<file path="config.mk">
export PLATFORM = sky130hd
export DESIGN_NAME = dsm_modulator
export DESIGN_NICKNAME = d
export VERILOG_FILES = /design/src/dsm_pkg.sv /design/src/dsm_sync.sv /design/src/dsm_fifo.sv /design/src/dsm_modulator.sv
export SDC_FILE = /design/constraint.sdc
export NUM_CORES = 1
export LEC_CHECK = 0
export BUFFER_PORTS_ARGS = -buffer_cell sky130_fd_sc_hd__buf_4
export CORE_ASPECT_RATIO = 0.5
export CORE_MARGIN = 2
export CORE_UTILIZATION = 25
export DETAILED_ROUTE_END_ITERATION = 12
export MAX_ROUTING_LAYER = met4
export SYNTH_ARGS = -nofsm -noshare
export SYNTH_HDL_FRONTEND = slang
export SYNTH_SLANG_ARGS = --single-unit
</file>
<file path="constraint.sdc">
create_clock -name sys_clk -period 3.4 [get_ports sys_clk]
set_input_delay 0.51 -clock sys_clk [delete_from_list [all_inputs] [get_ports sys_clk]]
set_output_delay 0.51 -clock sys_clk [all_outputs]
set_load 0.02 [all_outputs]
</file>
<file path="src/dsm_pkg.sv">
// Package: register map, field positions, reset values and source codes of the modulator
package dsm_pkg;
  localparam int DSM_AW = 12;
  localparam logic [11:0] DSM_OFS_CTRL0 = 12'hF51;
  localparam logic [11:0] DSM_OFS_CARCTL = 12'hF52;
  localparam logic [11:0] DSM_OFS_SRC = 12'hF53;
  localparam logic [11:0] DSM_OFS_LOWER_CARRIER = 12'hF54;
  localparam logic [11:0] DSM_OFS_UPPER_CARRIER = 12'hF55;
  localparam logic [11:0] DSM_OFS_FIFO_DATA = 12'hF56;
  localparam logic [11:0] DSM_OFS_FIFO_STAT = 12'hF57;
  localparam int DSM_CTRL0_EN = 7;
  localparam int DSM_CTRL0_OUT = 5;
  localparam int DSM_CTRL0_OINV = 4;
  localparam int DSM_CTRL0_BIT = 0;
  localparam int DSM_CARCTL_HINV = 5;
  localparam int DSM_CARCTL_HSYNC = 4;
  localparam int DSM_CARCTL_LINV = 1;
  localparam int DSM_CARCTL_LSYNC = 0;
  localparam logic [7:0] DSM_RST_CTRL0 = 8'h00;
  localparam logic [7:0] DSM_RST_CARCTL = 8'h00;
  localparam logic [4:0] DSM_RST_SRC = 5'h00;
  localparam logic [3:0] DSM_RST_CAR = 4'h0;
  localparam logic [7:0] DSM_MASK_CTRL0 = 8'h91;
  localparam logic [7:0] DSM_MASK_CARCTL = 8'h33;
  localparam logic [4:0] DSM_SRC_PIN = 5'h00;
  localparam logic [4:0] DSM_SRC_SWBIT = 5'h01;
  localparam logic [4:0] DSM_SRC_FIFO = 5'h18;
  localparam int DSM_SRC_LAST = 23;
  localparam int DSM_CAR_LAST = 10;
  localparam int DSM_FIFO_DEPTH = 16;
  localparam int DSM_FIFO_WIDTH = 8;
  typedef enum logic [1:0] {
    DSM_USE_LOW = 2'b00,
    DSM_USE_HIGH = 2'b01,
    DSM_WAIT_HIGH = 2'b10,
    DSM_WAIT_LOW = 2'b11
  } dsm_car_state_t;
endpackage : dsm_pkg

</file>
<file path="src/dsm_sync.sv">
// Three-stage input synchroniser; a change counts once stages two and three agree
`timescale 1ns/1ns
module dsm_sync #(
  parameter int W = 1
) (
  input wire logic sys_clk,
  input wire logic rst,
  input wire logic [W-1:0] d,
  output logic [W-1:0] q
);
  logic [W-1:0] s1_r;
  logic [W-1:0] s2_r;
  logic [W-1:0] s3_r;
  always_ff @(posedge sys_clk) begin
    if (rst) begin
      s1_r <= '0;
      s2_r <= '0;
      s3_r <= '0;
      q <= '0;
    end else begin
      s1_r <= d;
      s2_r <= s1_r;
      s3_r <= s2_r;
      q <= ((s2_r ~^ s3_r) & s3_r) | ((s2_r ^ s3_r) & q);
    end
  end
endmodule : dsm_sync

</file>
<file path="src/dsm_fifo.sv">
// Synchronous FIFO with valid/ready on both sides, registered read data
`timescale 1ns/1ns
module dsm_fifo #(
  parameter int WIDTH = 8,
  parameter int DEPTH = 16
) (
  input wire logic sys_clk,
  input wire logic rst,
  input wire logic in_valid,
  output logic in_ready,
  input wire logic [WIDTH-1:0] in_data,
  output logic out_valid,
  input wire logic out_ready,
  output logic [WIDTH-1:0] out_data,
  output logic [$clog2(DEPTH):0] level
);
  localparam int AW = $clog2(DEPTH);
  logic [WIDTH-1:0] mem_r [DEPTH];
  logic [AW-1:0] wp_r;
  logic [AW-1:0] rp_r;
  logic [AW:0] cnt_r;
  logic out_valid_r;
  logic push;
  logic pop;
  logic load;
  assign in_ready = (cnt_r != (AW+1)'(DEPTH));
  assign push = in_valid & in_ready;
  // Output register acts as a prefetch stage so read data come from a flop
  assign load = (cnt_r != '0) & (~out_valid_r | out_ready);
  assign pop = out_valid_r & out_ready;
  assign out_valid = out_valid_r;
  assign level = cnt_r;
  always_ff @(posedge sys_clk) begin
    if (push) begin
      mem_r[wp_r] <= in_data;
    end
  end
  always_ff @(posedge sys_clk) begin
    if (rst) begin
      wp_r <= '0;
      rp_r <= '0;
      cnt_r <= '0;
      out_valid_r <= 1'b0;
      out_data <= '0;
    end else begin
      if (push) begin
        wp_r <= wp_r + AW'(1);
      end
      if (load) begin
        rp_r <= rp_r + AW'(1);
        out_data <= mem_r[rp_r];
        out_valid_r <= 1'b1;
      end else if (pop) begin
        out_valid_r <= 1'b0;
      end
      cnt_r <= cnt_r + (AW+1)'(push) - (AW+1)'(load);
    end
  end
endmodule : dsm_fifo

</file>
<file path="src/dsm_modulator.sv">
// Data signal modulator: carrier selection, sync, polarity, register port and data FIFO
//
// Summary of operation
// - Output is selected carrier ANDed with modulating data, before output inversion.
// - Data high uses the upper carrier; data low uses the lower carrier.
// - Enable starts modulation; clearing keeps selections; setting again resumes.
// - While disabled the output pin is held low.
// - Data source chosen by five-bit data source field.
// - Upper carrier chosen by four-bit upper carrier field.
// - Lower carrier chosen by four-bit lower carrier field.
// - With sync on, carrier switch waits until the current carrier goes low.
// - Separate sync bits govern leaving upper and lower carrier; clear means immediate.
// - Polarity bits invert the selected upper and lower carrier inputs.
// - Software data bit is a selectable data source.
// - Output invert bit inverts the final modulated output.
// - Keeps working in sleep while its sources run.
// - Any reset disables the block and restores every register default.
// - Power gate set holds block inactive; release restores defaults.
// - Read-only status bit shows the present modulated output.
`timescale 1ns/1ns
module dsm_modulator
  import dsm_pkg::*;
#(
  parameter int FIFO_WIDTH = DSM_FIFO_WIDTH,
  parameter int FIFO_DEPTH = DSM_FIFO_DEPTH
) (
  input wire logic sys_clk,
  input wire logic rst,
  input wire logic modulator_power_gate,
  input wire logic [DSM_AW-1:0] reg_addr,
  input wire logic [7:0] reg_wdata,
  input wire logic reg_wr,
  input wire logic reg_rd,
  output logic [7:0] reg_rdata,
  input wire logic data_pin,
  input wire logic upper_carrier_pin,
  input wire logic lower_carrier_pin,
  input wire logic [21:0] periph_data,
  input wire logic [9:0] periph_carrier,
  output logic modulated_output_pin
);
  ////////////////////////////////////////////////////////////////////////////
  // Registers
  logic clr;
  logic en_r;
  logic output_invert_r;
  logic software_data_bit_r;
  logic upper_carrier_invert_r;
  logic upper_carrier_sync_r;
  logic lower_carrier_invert_r;
  logic lower_carrier_sync_r;
  logic [4:0] data_source_field_r;
  logic [3:0] lower_carrier_field_r;
  logic [3:0] upper_carrier_field_r;
  logic out_r;
  logic [7:0] ctrl0_rd;
  logic [7:0] carctl_rd;
  logic fifo_in_ready;
  logic fifo_out_valid;
  logic fifo_pop;
  logic [FIFO_WIDTH-1:0] fifo_out_data;
  logic [$clog2(FIFO_DEPTH):0] fifo_level;
  logic [2:0] bit_cnt_r;
  logic fifo_push;

  // Power gate acts as a held reset so all state returns to defaults on release
  assign clr = rst | modulator_power_gate;

  // One write decode shared by every register and the FIFO port
  function automatic logic wr_hit(input logic wr, input logic [DSM_AW-1:0] a,
                                  input logic [DSM_AW-1:0] ofs);
    return wr && (a == ofs);
  endfunction : wr_hit

  logic wr_ctrl0;
  logic wr_carctl;
  logic wr_src;
  logic wr_lower_carrier;
  logic wr_upper_carrier;

  assign fifo_push = wr_hit(reg_wr, reg_addr, DSM_OFS_FIFO_DATA);
  assign wr_ctrl0 = wr_hit(reg_wr, reg_addr, DSM_OFS_CTRL0);
  assign wr_carctl = wr_hit(reg_wr, reg_addr, DSM_OFS_CARCTL);
  assign wr_src = wr_hit(reg_wr, reg_addr, DSM_OFS_SRC);
  assign wr_lower_carrier = wr_hit(reg_wr, reg_addr, DSM_OFS_LOWER_CARRIER);
  assign wr_upper_carrier = wr_hit(reg_wr, reg_addr, DSM_OFS_UPPER_CARRIER);

  always_ff @(posedge sys_clk) begin
    if (clr) begin
      en_r <= DSM_RST_CTRL0[DSM_CTRL0_EN];
    end else if (wr_ctrl0) begin
      en_r <= reg_wdata[DSM_CTRL0_EN];
    end
  end

  always_ff @(posedge sys_clk) begin
    if (clr) begin
      output_invert_r <= DSM_RST_CTRL0[DSM_CTRL0_OINV];
      software_data_bit_r <= DSM_RST_CTRL0[DSM_CTRL0_BIT];
    end else if (wr_ctrl0) begin
      output_invert_r <= reg_wdata[DSM_CTRL0_OINV];
      software_data_bit_r <= reg_wdata[DSM_CTRL0_BIT];
    end
  end

  always_ff @(posedge sys_clk) begin
    if (clr) begin
      upper_carrier_invert_r <= DSM_RST_CARCTL[DSM_CARCTL_HINV];
      upper_carrier_sync_r <= DSM_RST_CARCTL[DSM_CARCTL_HSYNC];
    end else if (wr_carctl) begin
      upper_carrier_invert_r <= reg_wdata[DSM_CARCTL_HINV];
      upper_carrier_sync_r <= reg_wdata[DSM_CARCTL_HSYNC];
    end
  end

  always_ff @(posedge sys_clk) begin
    if (clr) begin
      lower_carrier_invert_r <= DSM_RST_CARCTL[DSM_CARCTL_LINV];
      lower_carrier_sync_r <= DSM_RST_CARCTL[DSM_CARCTL_LSYNC];
    end else if (wr_carctl) begin
      lower_carrier_invert_r <= reg_wdata[DSM_CARCTL_LINV];
      lower_carrier_sync_r <= reg_wdata[DSM_CARCTL_LSYNC];
    end
  end

  // Selections are only touched by writes, so disabling keeps them
  always_ff @(posedge sys_clk) begin
    if (clr) begin
      data_source_field_r <= DSM_RST_SRC;
    end else if (wr_src) begin
      data_source_field_r <= reg_wdata[4:0];
    end
  end

  always_ff @(posedge sys_clk) begin
    if (clr) begin
      lower_carrier_field_r <= DSM_RST_CAR;
    end else if (wr_lower_carrier) begin
      lower_carrier_field_r <= reg_wdata[3:0];
    end
  end

  always_ff @(posedge sys_clk) begin
    if (clr) begin
      upper_carrier_field_r <= DSM_RST_CAR;
    end else if (wr_upper_carrier) begin
      upper_carrier_field_r <= reg_wdata[3:0];
    end
  end

  logic [7:0] src_rd;
  logic [7:0] lower_carrier_rd;
  logic [7:0] upper_carrier_rd;
  logic [7:0] fifo_stat_rd;
  logic [7:0] rd_mux;

  assign ctrl0_rd = {en_r, 1'b0, out_r, output_invert_r, 3'b000, software_data_bit_r};
  assign carctl_rd = {2'b00, upper_carrier_invert_r, upper_carrier_sync_r,
                      2'b00, lower_carrier_invert_r, lower_carrier_sync_r};
  assign src_rd = {3'b000, data_source_field_r};
  assign lower_carrier_rd = {4'h0, lower_carrier_field_r};
  assign upper_carrier_rd = {4'h0, upper_carrier_field_r};
  assign fifo_stat_rd = {fifo_in_ready, fifo_out_valid, 1'b0, 5'(fifo_level)};

  always_comb begin
    case (reg_addr)
      DSM_OFS_CTRL0: rd_mux = ctrl0_rd;
      DSM_OFS_CARCTL: rd_mux = carctl_rd;
      DSM_OFS_SRC: rd_mux = src_rd;
      DSM_OFS_LOWER_CARRIER: rd_mux = lower_carrier_rd;
      DSM_OFS_UPPER_CARRIER: rd_mux = upper_carrier_rd;
      DSM_OFS_FIFO_STAT: rd_mux = fifo_stat_rd;
      default: rd_mux = 8'h00;
    endcase
  end

  // Data stand one cycle only, so a stale byte is never taken for a fresh one
  always_ff @(posedge sys_clk) begin
    if (clr) begin
      reg_rdata <= 8'h00;
    end else if (reg_rd) begin
      reg_rdata <= rd_mux;
    end else begin
      reg_rdata <= 8'h00;
    end
  end

  ////////////////////////////////////////////////////////////////////////////
  // Serial data stream from FIFO, LSB first, one bit per cycle
  dsm_fifo #(
    .WIDTH(FIFO_WIDTH),
    .DEPTH(FIFO_DEPTH)
  ) u_fifo (
    .sys_clk(sys_clk),
    .rst(clr),
    .in_valid(fifo_push),
    .in_ready(fifo_in_ready),
    .in_data(reg_wdata[FIFO_WIDTH-1:0]),
    .out_valid(fifo_out_valid),
    .out_ready(fifo_pop),
    .out_data(fifo_out_data),
    .level(fifo_level)
  );

  // Stream only drains while enabled and selected; software must poll ready
  assign fifo_pop = fifo_out_valid & en_r & (data_source_field_r == DSM_SRC_FIFO) &
                    (bit_cnt_r == 3'(FIFO_WIDTH - 1));

  always_ff @(posedge sys_clk) begin
    if (clr) begin
      bit_cnt_r <= 3'h0;
    end else if (fifo_out_valid && en_r && data_source_field_r == DSM_SRC_FIFO) begin
      bit_cnt_r <= bit_cnt_r + 3'h1;
    end
  end

  ////////////////////////////////////////////////////////////////////////////
  // Input synchronisation and selection
  logic [2:0] pins_s;
  logic [21:0] pdata_s;
  logic [9:0] pcar_s;

  dsm_sync #(.W(3)) u_sync_pin (
    .sys_clk(sys_clk),
    .rst(clr),
    .d({data_pin, upper_carrier_pin, lower_carrier_pin}),
    .q(pins_s)
  );

  dsm_sync #(.W(32)) u_sync_periph (
    .sys_clk(sys_clk),
    .rst(clr),
    .d({periph_carrier, periph_data}),
    .q({pcar_s, pdata_s})
  );

  function automatic logic pick_carrier(input logic [3:0] sel, input logic pin,
                                        input logic [9:0] per);
    logic r;
    r = 1'b0;
    if (sel == 4'h0) begin
      r = pin;
    end else if (int'(sel) <= DSM_CAR_LAST) begin
      r = per[sel - 4'h1];
    end
    return r;
  endfunction : pick_carrier

  logic modulating_data;
  logic upper_carrier;
  logic lower_carrier;
  logic fifo_bit;

  assign fifo_bit = fifo_out_valid & fifo_out_data[bit_cnt_r];

  always_comb begin
    modulating_data = 1'b0;
    if (data_source_field_r == DSM_SRC_PIN) begin
      modulating_data = pins_s[2];
    end else if (data_source_field_r == DSM_SRC_SWBIT) begin
      modulating_data = software_data_bit_r;
    end else if (data_source_field_r == DSM_SRC_FIFO) begin
      modulating_data = fifo_bit;
    end else if (int'(data_source_field_r) <= DSM_SRC_LAST) begin
      modulating_data = pdata_s[data_source_field_r - 5'h2];
    end
  end

  assign upper_carrier = pick_carrier(upper_carrier_field_r, pins_s[1], pcar_s) ^
                         upper_carrier_invert_r;
  assign lower_carrier = pick_carrier(lower_carrier_field_r, pins_s[0], pcar_s) ^
                         lower_carrier_invert_r;

  ////////////////////////////////////////////////////////////////////////////
  // Carrier hand-over with optional wait for the running carrier to fall
  dsm_car_state_t st_r;
  dsm_car_state_t st_nxt;
  logic use_high;

  always_comb begin
    st_nxt = st_r;
    case (st_r)
      DSM_USE_LOW: begin
        if (modulating_data) begin
          st_nxt = (lower_carrier_sync_r && lower_carrier) ? DSM_WAIT_LOW
                                                           : DSM_USE_HIGH;
        end
      end
      DSM_USE_HIGH: begin
        if (!modulating_data) begin
          st_nxt = (upper_carrier_sync_r && upper_carrier) ? DSM_WAIT_HIGH
                                                           : DSM_USE_LOW;
        end
      end
      DSM_WAIT_LOW: begin
        if (!modulating_data) begin
          st_nxt = DSM_USE_LOW;
        end else if (!lower_carrier || !lower_carrier_sync_r) begin
          st_nxt = DSM_USE_HIGH;
        end
      end
      DSM_WAIT_HIGH: begin
        if (modulating_data) begin
          st_nxt = DSM_USE_HIGH;
        end else if (!upper_carrier || !upper_carrier_sync_r) begin
          st_nxt = DSM_USE_LOW;
        end
      end
      default: st_nxt = DSM_USE_LOW;
    endcase
  end

  always_ff @(posedge sys_clk) begin
    if (clr) begin
      st_r <= DSM_USE_LOW;
    end else begin
      st_r <= st_nxt;
    end
  end

  // Taken from the next state, so the cycle in which data flips already uses the new carrier unless a sync wait starts
  assign use_high = (st_nxt == DSM_USE_HIGH) || (st_nxt == DSM_WAIT_HIGH);

  ////////////////////////////////////////////////////////////////////////////
  // Output stage; registered, so pin lags inputs by one clock
  logic mixed;
  logic hold_nxt;
  logic keyed;
  // In sync wait the data has already flipped; keep carrier alone so the pulse completes
  assign hold_nxt = (st_nxt == DSM_WAIT_HIGH) || (st_nxt == DSM_WAIT_LOW);
  assign mixed = (use_high ? upper_carrier : lower_carrier) &
                 (modulating_data | hold_nxt);
  assign keyed = mixed ^ output_invert_r;

  // No clock gating, so operation in sleep only needs the clock and sources
  always_ff @(posedge sys_clk) begin
    if (clr) begin
      out_r <= 1'b0;
    end else begin
      out_r <= en_r & keyed;
    end
  end

  assign modulated_output_pin = out_r;
endmodule : dsm_modulator

</file>
# Word-level counts from Yosys, hierarchy flattened

Memories as Yosys holds them, arrays and structs flattened. A register that Yosys moved wholly into a read port is not among the register bits.
Index checks and enable logic that the tools add are counted.

Memory bits (writable): 128
Output and inout port bits: 9
Memories kept: 1
Bits of input ports: 60
Register bits: 188
Logic and storage cells: 142

Memory list:

| name         | words | bits a word | read ports | clocked after Yosys merged registers in | wr ports | RTL line       | source |
|---|---|---|---|---|---|---|---|
| u_fifo.mem_r | 16    | 8           | 1          | 1                                       | 1        | dsm_fifo.sv:18 | `logic [WIDTH-1:0] mem_r [DEPTH];` |

Equal/unequal tests: 17
Reduce and logical (&&, ||, !) cells: 25
Bitwise gates (word level): 27
Mux-type cells: 31
Magnitude comparators: 7
$add $sub $neg: 8

Operators by type and width:

| kind                                                 | count |
|---|---|
| equality test 12 bit (second input constant)         | 7 |
| bitwise AND 32 bit                                   | 2 |
| case mux 8 bit (6 select lines)                      | 1 |
| bitwise OR 32 bit                                    | 1 |
| XNOR 32 bit                                          | 1 |
| bitwise XOR 32 bit                                   | 1 |
| 2-to-1 mux 1 bit                                     | 17 |
| 2-to-1 mux 2 bit                                     | 8 |
| logical AND 1 bit                                    | 10 |
| < comparator 4 x 5 -> 1 bit (second input constant)  | 2 |
| bitwise AND 1 bit                                    | 9 |
| adder 4 x 1 -> 4 bit (second input constant)         | 2 |
| binary-select mux 1 bit (select 4 bit)               | 2 |
| equality test 2 bit (second input constant)          | 4 |
| <= comparator 4 bit (second input constant)          | 2 |
| logical NOT 4 bit                                    | 2 |
| case mux 2 bit (4 select lines)                      | 1 |
| subtractor 4 x 1 -> 4 bit (second input constant)    | 2 |
| bitwise AND 3 bit                                    | 2 |
| < comparator 5 x 6 -> 1 bit (second input constant)  | 1 |
| adder 5 x 1 -> 5 bit                                 | 1 |
| binary-select mux 1 bit (select 5 bit)               | 1 |
| equality test 5 x 1 -> 1 bit (second input constant) | 1 |
| equality test 5 bit (second input constant)          | 1 |
| other kinds (22)                                     | 34 |

# Depth between registers and ports, before layout

Depth in word-level cells: 17
Gate-level depth with buffers: 16
Depth with buffers taken out: 15

# Modules after synthesis

Synthesis repeated with hierarchy kept, for this count alone.

Cell total of the unflattened synthesis: 937
Area, all modules: 12,718.4 um2

By module, submodules not included:

| module                   | instances | seq. area each (um2) | cells each | area each (um2) |
|---|---|---|---|---|
| dsm_fifo                 | 1         | 4,284.1              | 323        | 5,995.8 |
| dsm_sync (u_sync_periph) | 1         | 2,562.5              | 334        | 3,931.3 |
| dsm_modulator            | 1         | 680.7                | 249        | 2,379.8 |
| dsm_sync (u_sync_pin)    | 1         | 240.2                | 31         | 411.6 |

# Worst setup path before layout

OpenSTA, ideal clock, no wires.

Path kind: reg-to-reg
Start: register data_source_field_r[1]
End: register u_fifo.cnt_r[4], in the netlist u_fifo.level[4]
Data required time: 3.268 ns
Data arrival time: 2.930 ns
Buffers on the path: 2
Cell stages (with the launch flop): 17
Library setup time: 0.132 ns
Period minus slack after synthesis: 3.062 ns
Setup slack: 0.338 ns
Cell sequence: dfxtp_1 > buf_4 > nor4b_1 > nand4_1 > o21a_1 > nor2_1 > buf_2 > ha_1 > inv_1 > ha_1 > inv_1 > fa_1 > inv_1 > a21oi_1 > nor2_1 > or3_1 > a21oi_1

Word-level cells in the longest chain between the ends: 6

RTL lines:

| what                           | RTL line             | source |
|---|---|---|
| start: declaration             | dsm_modulator.sv:52  | `logic [4:0] data_source_field_r;` |
| start signal: assignment       | dsm_modulator.sv:131 | `data_source_field_r <= reg_wdata[4:0];` |
| equality test 5 bit            | dsm_modulator.sv:206 | `assign fifo_pop = fifo_out_valid & en_r & (data_source_field_r == DSM_SRC_FIFO) &` |
| bitwise AND 1 bit (2 in a row) | dsm_modulator.sv:206 |  |
| bitwise OR 1 bit               | dsm_fifo.sv:29       | `assign load = (cnt_r != '0) & (~out_valid_r \| out_ready);` |
| bitwise AND 1 bit              | dsm_fifo.sv:29       |  |
| via u_fifo.load                | dsm_fifo.sv:25       | `logic load;` |
| subtractor 5 x 1 -> 5 bit      | dsm_fifo.sv:56       | `cnt_r <= cnt_r + (AW+1)'(push) - (AW+1)'(load);` |
| end signal: assignment         | dsm_fifo.sv:56       |  |
| end: declaration               | dsm_fifo.sv:21       | `logic [AW:0] cnt_r;` |

The timed path passes the listed nets, and every way through them passes these cells.
A chain may end at the register's enable or synchronous reset.

# Worst setup path after layout

Start: register data_source_field_r[3]
End: register u_fifo.cnt_r[4], in the netlist u_fifo.level[4]

Word-level cells in the longest chain between the ends: 6

RTL lines:

| what                           | RTL line |
|---|---|
| equality test 5 bit            | dsm_modulator.sv:206 |
| bitwise AND 1 bit (2 in a row) | dsm_modulator.sv:206 |
| bitwise OR 1 bit               | dsm_fifo.sv:29 |
| bitwise AND 1 bit              | dsm_fifo.sv:29 |
| subtractor 5 x 1 -> 5 bit      | dsm_fifo.sv:56 |

No other way between the ends.

==> impl_metrics.csv <==
group,metric,value,unit
pwr,p_leak,5.518,nW
floorplanning,die_x,320.4,um
pwr,p_seq_share,46.4,%
setup_path,crit_path_start_kind,"register",
cells_and_area,diodes,0,
drt,dr_total_vias,7165,
grt,grt_usage,9.798,%
pwr,pwr-share-comb,12.5,%
floorplanning,die_h,162.2,um
setup_path,cp_data_required_time,3.73,ns
pwr,p_per_area,604.7,mW/mm^2
synthesis,synth_cells,940,
placement,gp_congestion,0.7765,
clock_network,numCtsBuffers,34,
sta,setup_tns,0,ns
grt,grt.overflow.total,0,
status,status,"completed",
sta,slew_headroom,40.96,%
placement,numPortBuffers,68,
clock_network,postCtsSetupBuffers,0,
placement,place_ws,0.3306,ns
sta,tightestPinTransition,0.8857,ns
setup_path,cp.arrival,3.22,ns
floorplanning,std_cell_rows,57,
synthesis,netlist_area,0.01251,mm^2
drt,drtPass1Iterations,5,
synthesis,syn_avg_cell_area,13.31,um^2
cells_and_area,final_common_cell,"dfxtp_1",
drt,drt_wl_total,24350,um
cells_and_area,fin_nets,1137,
synthesis,ys_types,62,
placement,placed_area,0.01385,mm^2
clock_network,clk_pin_slew,0.06,ns
synthesis,ys.warnings.count,0,
cells_and_area,layout_common_cells,"dfxtp_1, edfxtp_1, and2_1",
cells_and_area,drive_above_1_share,20.36,%
setup_path,worstSetupEndpointType,"register",
floorplanning,coreArea,0.04900,mm^2
sta,drv_slew,0,
drt,drtIter0Drc,311,
cells_and_area,nFillCells,4864,
sta,rsz0062_at_grt,"no",
floorplanning,start_util,25.54,%
drt,route.detailed.drc,0,
cells_and_area,fin_util,30.61,%
synthesis,synth_edf_count,128,
setup_path,critPathMaxFanout,11,
sta,setup_viol,0,
floorplanning,ios,69,
synthesis,synth_seq_area_share,62.07,%
cells_and_area,post-route-cell-area,0.01500,mm^2
synthesis,ys.flop_type,"dfxtp_1",
sta,min_period_over_period,85.09,%
pwr,p_clk_share,41.1,%
clock_network,clkLatencyLatePin,0.50,ns
grt,grt_max_degree,109,
synthesis,synthArstFlopShare,0,%
clock_network,htree_levels,2,
pwr,swShare,23.33,%
placement,hpwl,16020,um
pwr,switching_power,2.115,mW
sta,setup_slack,0.5071,ns
sta,hold_viol,0,
pwr,peakVddDrop,0.0003378,V
min_path,hold_path_class,"in2reg",
synthesis,ys_ff_latch,324,
clock_network,clockBufferDepth,3,
cells_and_area,area_growth,19.84,%
clock_network,clkSinkCount,324,
grt,grt_pass1_vias,7195,
synthesis,syn_nets,1055,
drt,wl_per_cell,14.36,um
grt,grt_pass1_wl,39210,um
grt,antenna_found_initial,0,
sta,min_period,2.893,ns
floorplanning,die_area,0.05197,mm^2
sta,finalClockSkew,0.02458,ns
drt,drtAntennaViolNets,0,
pwr,internal_power,6.952,mW
drt,vias_per_cell,4.227,
flow_run,drv_cap,0,
sta,fmaxAchievable,345.7,MHz
setup_path,worstSetupPathType,"reg2reg",
clock_network,tritoncts,"done",
pwr,total_power,9.067,mW
clock_network,root_buffer,"clkbuf_16",
-- critical path: stages (launching register included) --
cell     delay [ns]
dfxtp_1        0.42
nor4b_2        0.30
nand4_1        0.18
o21a_1         0.32
nor2_1         0.18
ha_1           0.25
inv_1          0.06
ha_1           0.17
inv_1          0.06
fa_1           0.35
inv_1          0.09
a21oi_1        0.07
nor2_1         0.11
or3_1          0.11
a21oi_1        0.05
-- cells in the mapped netlist (all sizes together) (3+ instances only) --
library cell,count,share of area (%)
nand3,7,0.28
clkbuf,36,1.1
mux4,52,9.4
a21oi,55,2.2
nand2,28,0.84
ha,54,5.4
o31ai,4,0.24
nor3,9,0.40
nand4,5,0.25
a22oi,8,0.48
nor2b,6,0.30
nand2b,7,0.35
buf,12,0.54
and2,107,5.3
and3,5,0.29
xor2,9,0.63
or3,3,0.15
xnor2,3,0.21
mux2i,29,2.3
inv,23,0.69
dfxtp,196,31
edfxtp,128,31
o21ai,18,0.72
nor2,99,3.0
a211oi,4,0.28
-- sequential cells by signal (all words and copies together) (netlist names), 2 cells and up --
signal and count:
u_sync_pin.s3_r 3, u_sync_pin.q 3, u_fifo.rp_r 4, u_fifo.out_data 8
u_sync_periph.s2_r 32, u_sync_periph.q 32, reg_rdata 8, u_fifo.mem_r 128
bit_cnt_r 3, u_sync_periph.s1_r 32, upper_carrier_field_r 4, u_sync_periph.s3_r 32
lower_carrier_field_r 4, data_source_field_r 5, u_fifo.level 5, u_sync_pin.s2_r 3
u_sync_pin.s1_r 3, st_r 2, u_fifo.wp_r 4
-- layer usage --
layer	up-vias	GRT usage (%)	part of all wire, %
li1	3532	-	-
met1	3476	12.31	46
met2	118	16.40	49
met3	39	1.621	3.6
met4	0	2.732	1.8
met5	-	-	0
-- cell type report --
type / count / area, um^2 / area share [%]
flip-flops and latches: 324 / 7769 / 51.81
clock inverters: 16 / 191.4 / 1.277
inverters: 23 / 86.33 / 0.5757
clock buffers: 44 / 948.4 / 6.325
well taps: 649 / 812.0 / 5.415
repair buffers: 94 / 718.2 / 4.789
multi-input cells: 545 / 4471 / 29.81
-- power by group through the flow --
stage                     Clock [mW]  Combinational [mW]  Sequential (mW)
after floorplan                    0               0.851             4.23
after global placement             0                1.15             4.30
after detailed placement           0                1.15             4.30
after CTS                       3.83                1.15             4.21
after global routing            4.01                1.27             4.22
final                           3.72                1.13             4.21
-- kinds of logic (layout without fill, tap and decap cells) --
family | count (synthesis) | count (layout) | share of synthesized area (%)
xor+xnor | 12 | 12 | 0.8400
fa+ha+maj | 55 | 55 | 5.559
buf+inv | 71 | 177 | 2.310
flops | 324 | 324 | 62.07
simple gates | 290 | 290 | 12.31
mux | 83 | 83 | 11.92
compound gates | 105 | 105 | 4.990
-- metrics by stage --
step	hold slack (ns)	std cells
global placement	0.4088	1635
detailed placement	0.4120	1635
global route	0.1796	1695
finish	0.2003	1695
floorplan	0.4057	940
CTS	0.1799	1695
-- path summary, 6_finish.rpt --
check                                             from                     end  slack (ns)  cells past startpoint
worst max-delay path            data_source_field_r[3]         u_fifo.level[4]        0.51                     14
worst min-delay path                 periph_carrier[3]  u_sync_periph.s1_r[25]        0.20                      2
worst max register to register  data_source_field_r[3]         u_fifo.level[4]        0.51                     14
worst min register to register  u_sync_periph.s1_r[17]  u_sync_periph.s2_r[17]        0.42                      1
-- what timing repair did --
action | in CTS | in global routing
resized for setup | 0 | 1
setup endpoints to repair | 0 | 1
hold buffers | 0 | 0
Note: power is estimated with default switching activity, not from simulation.
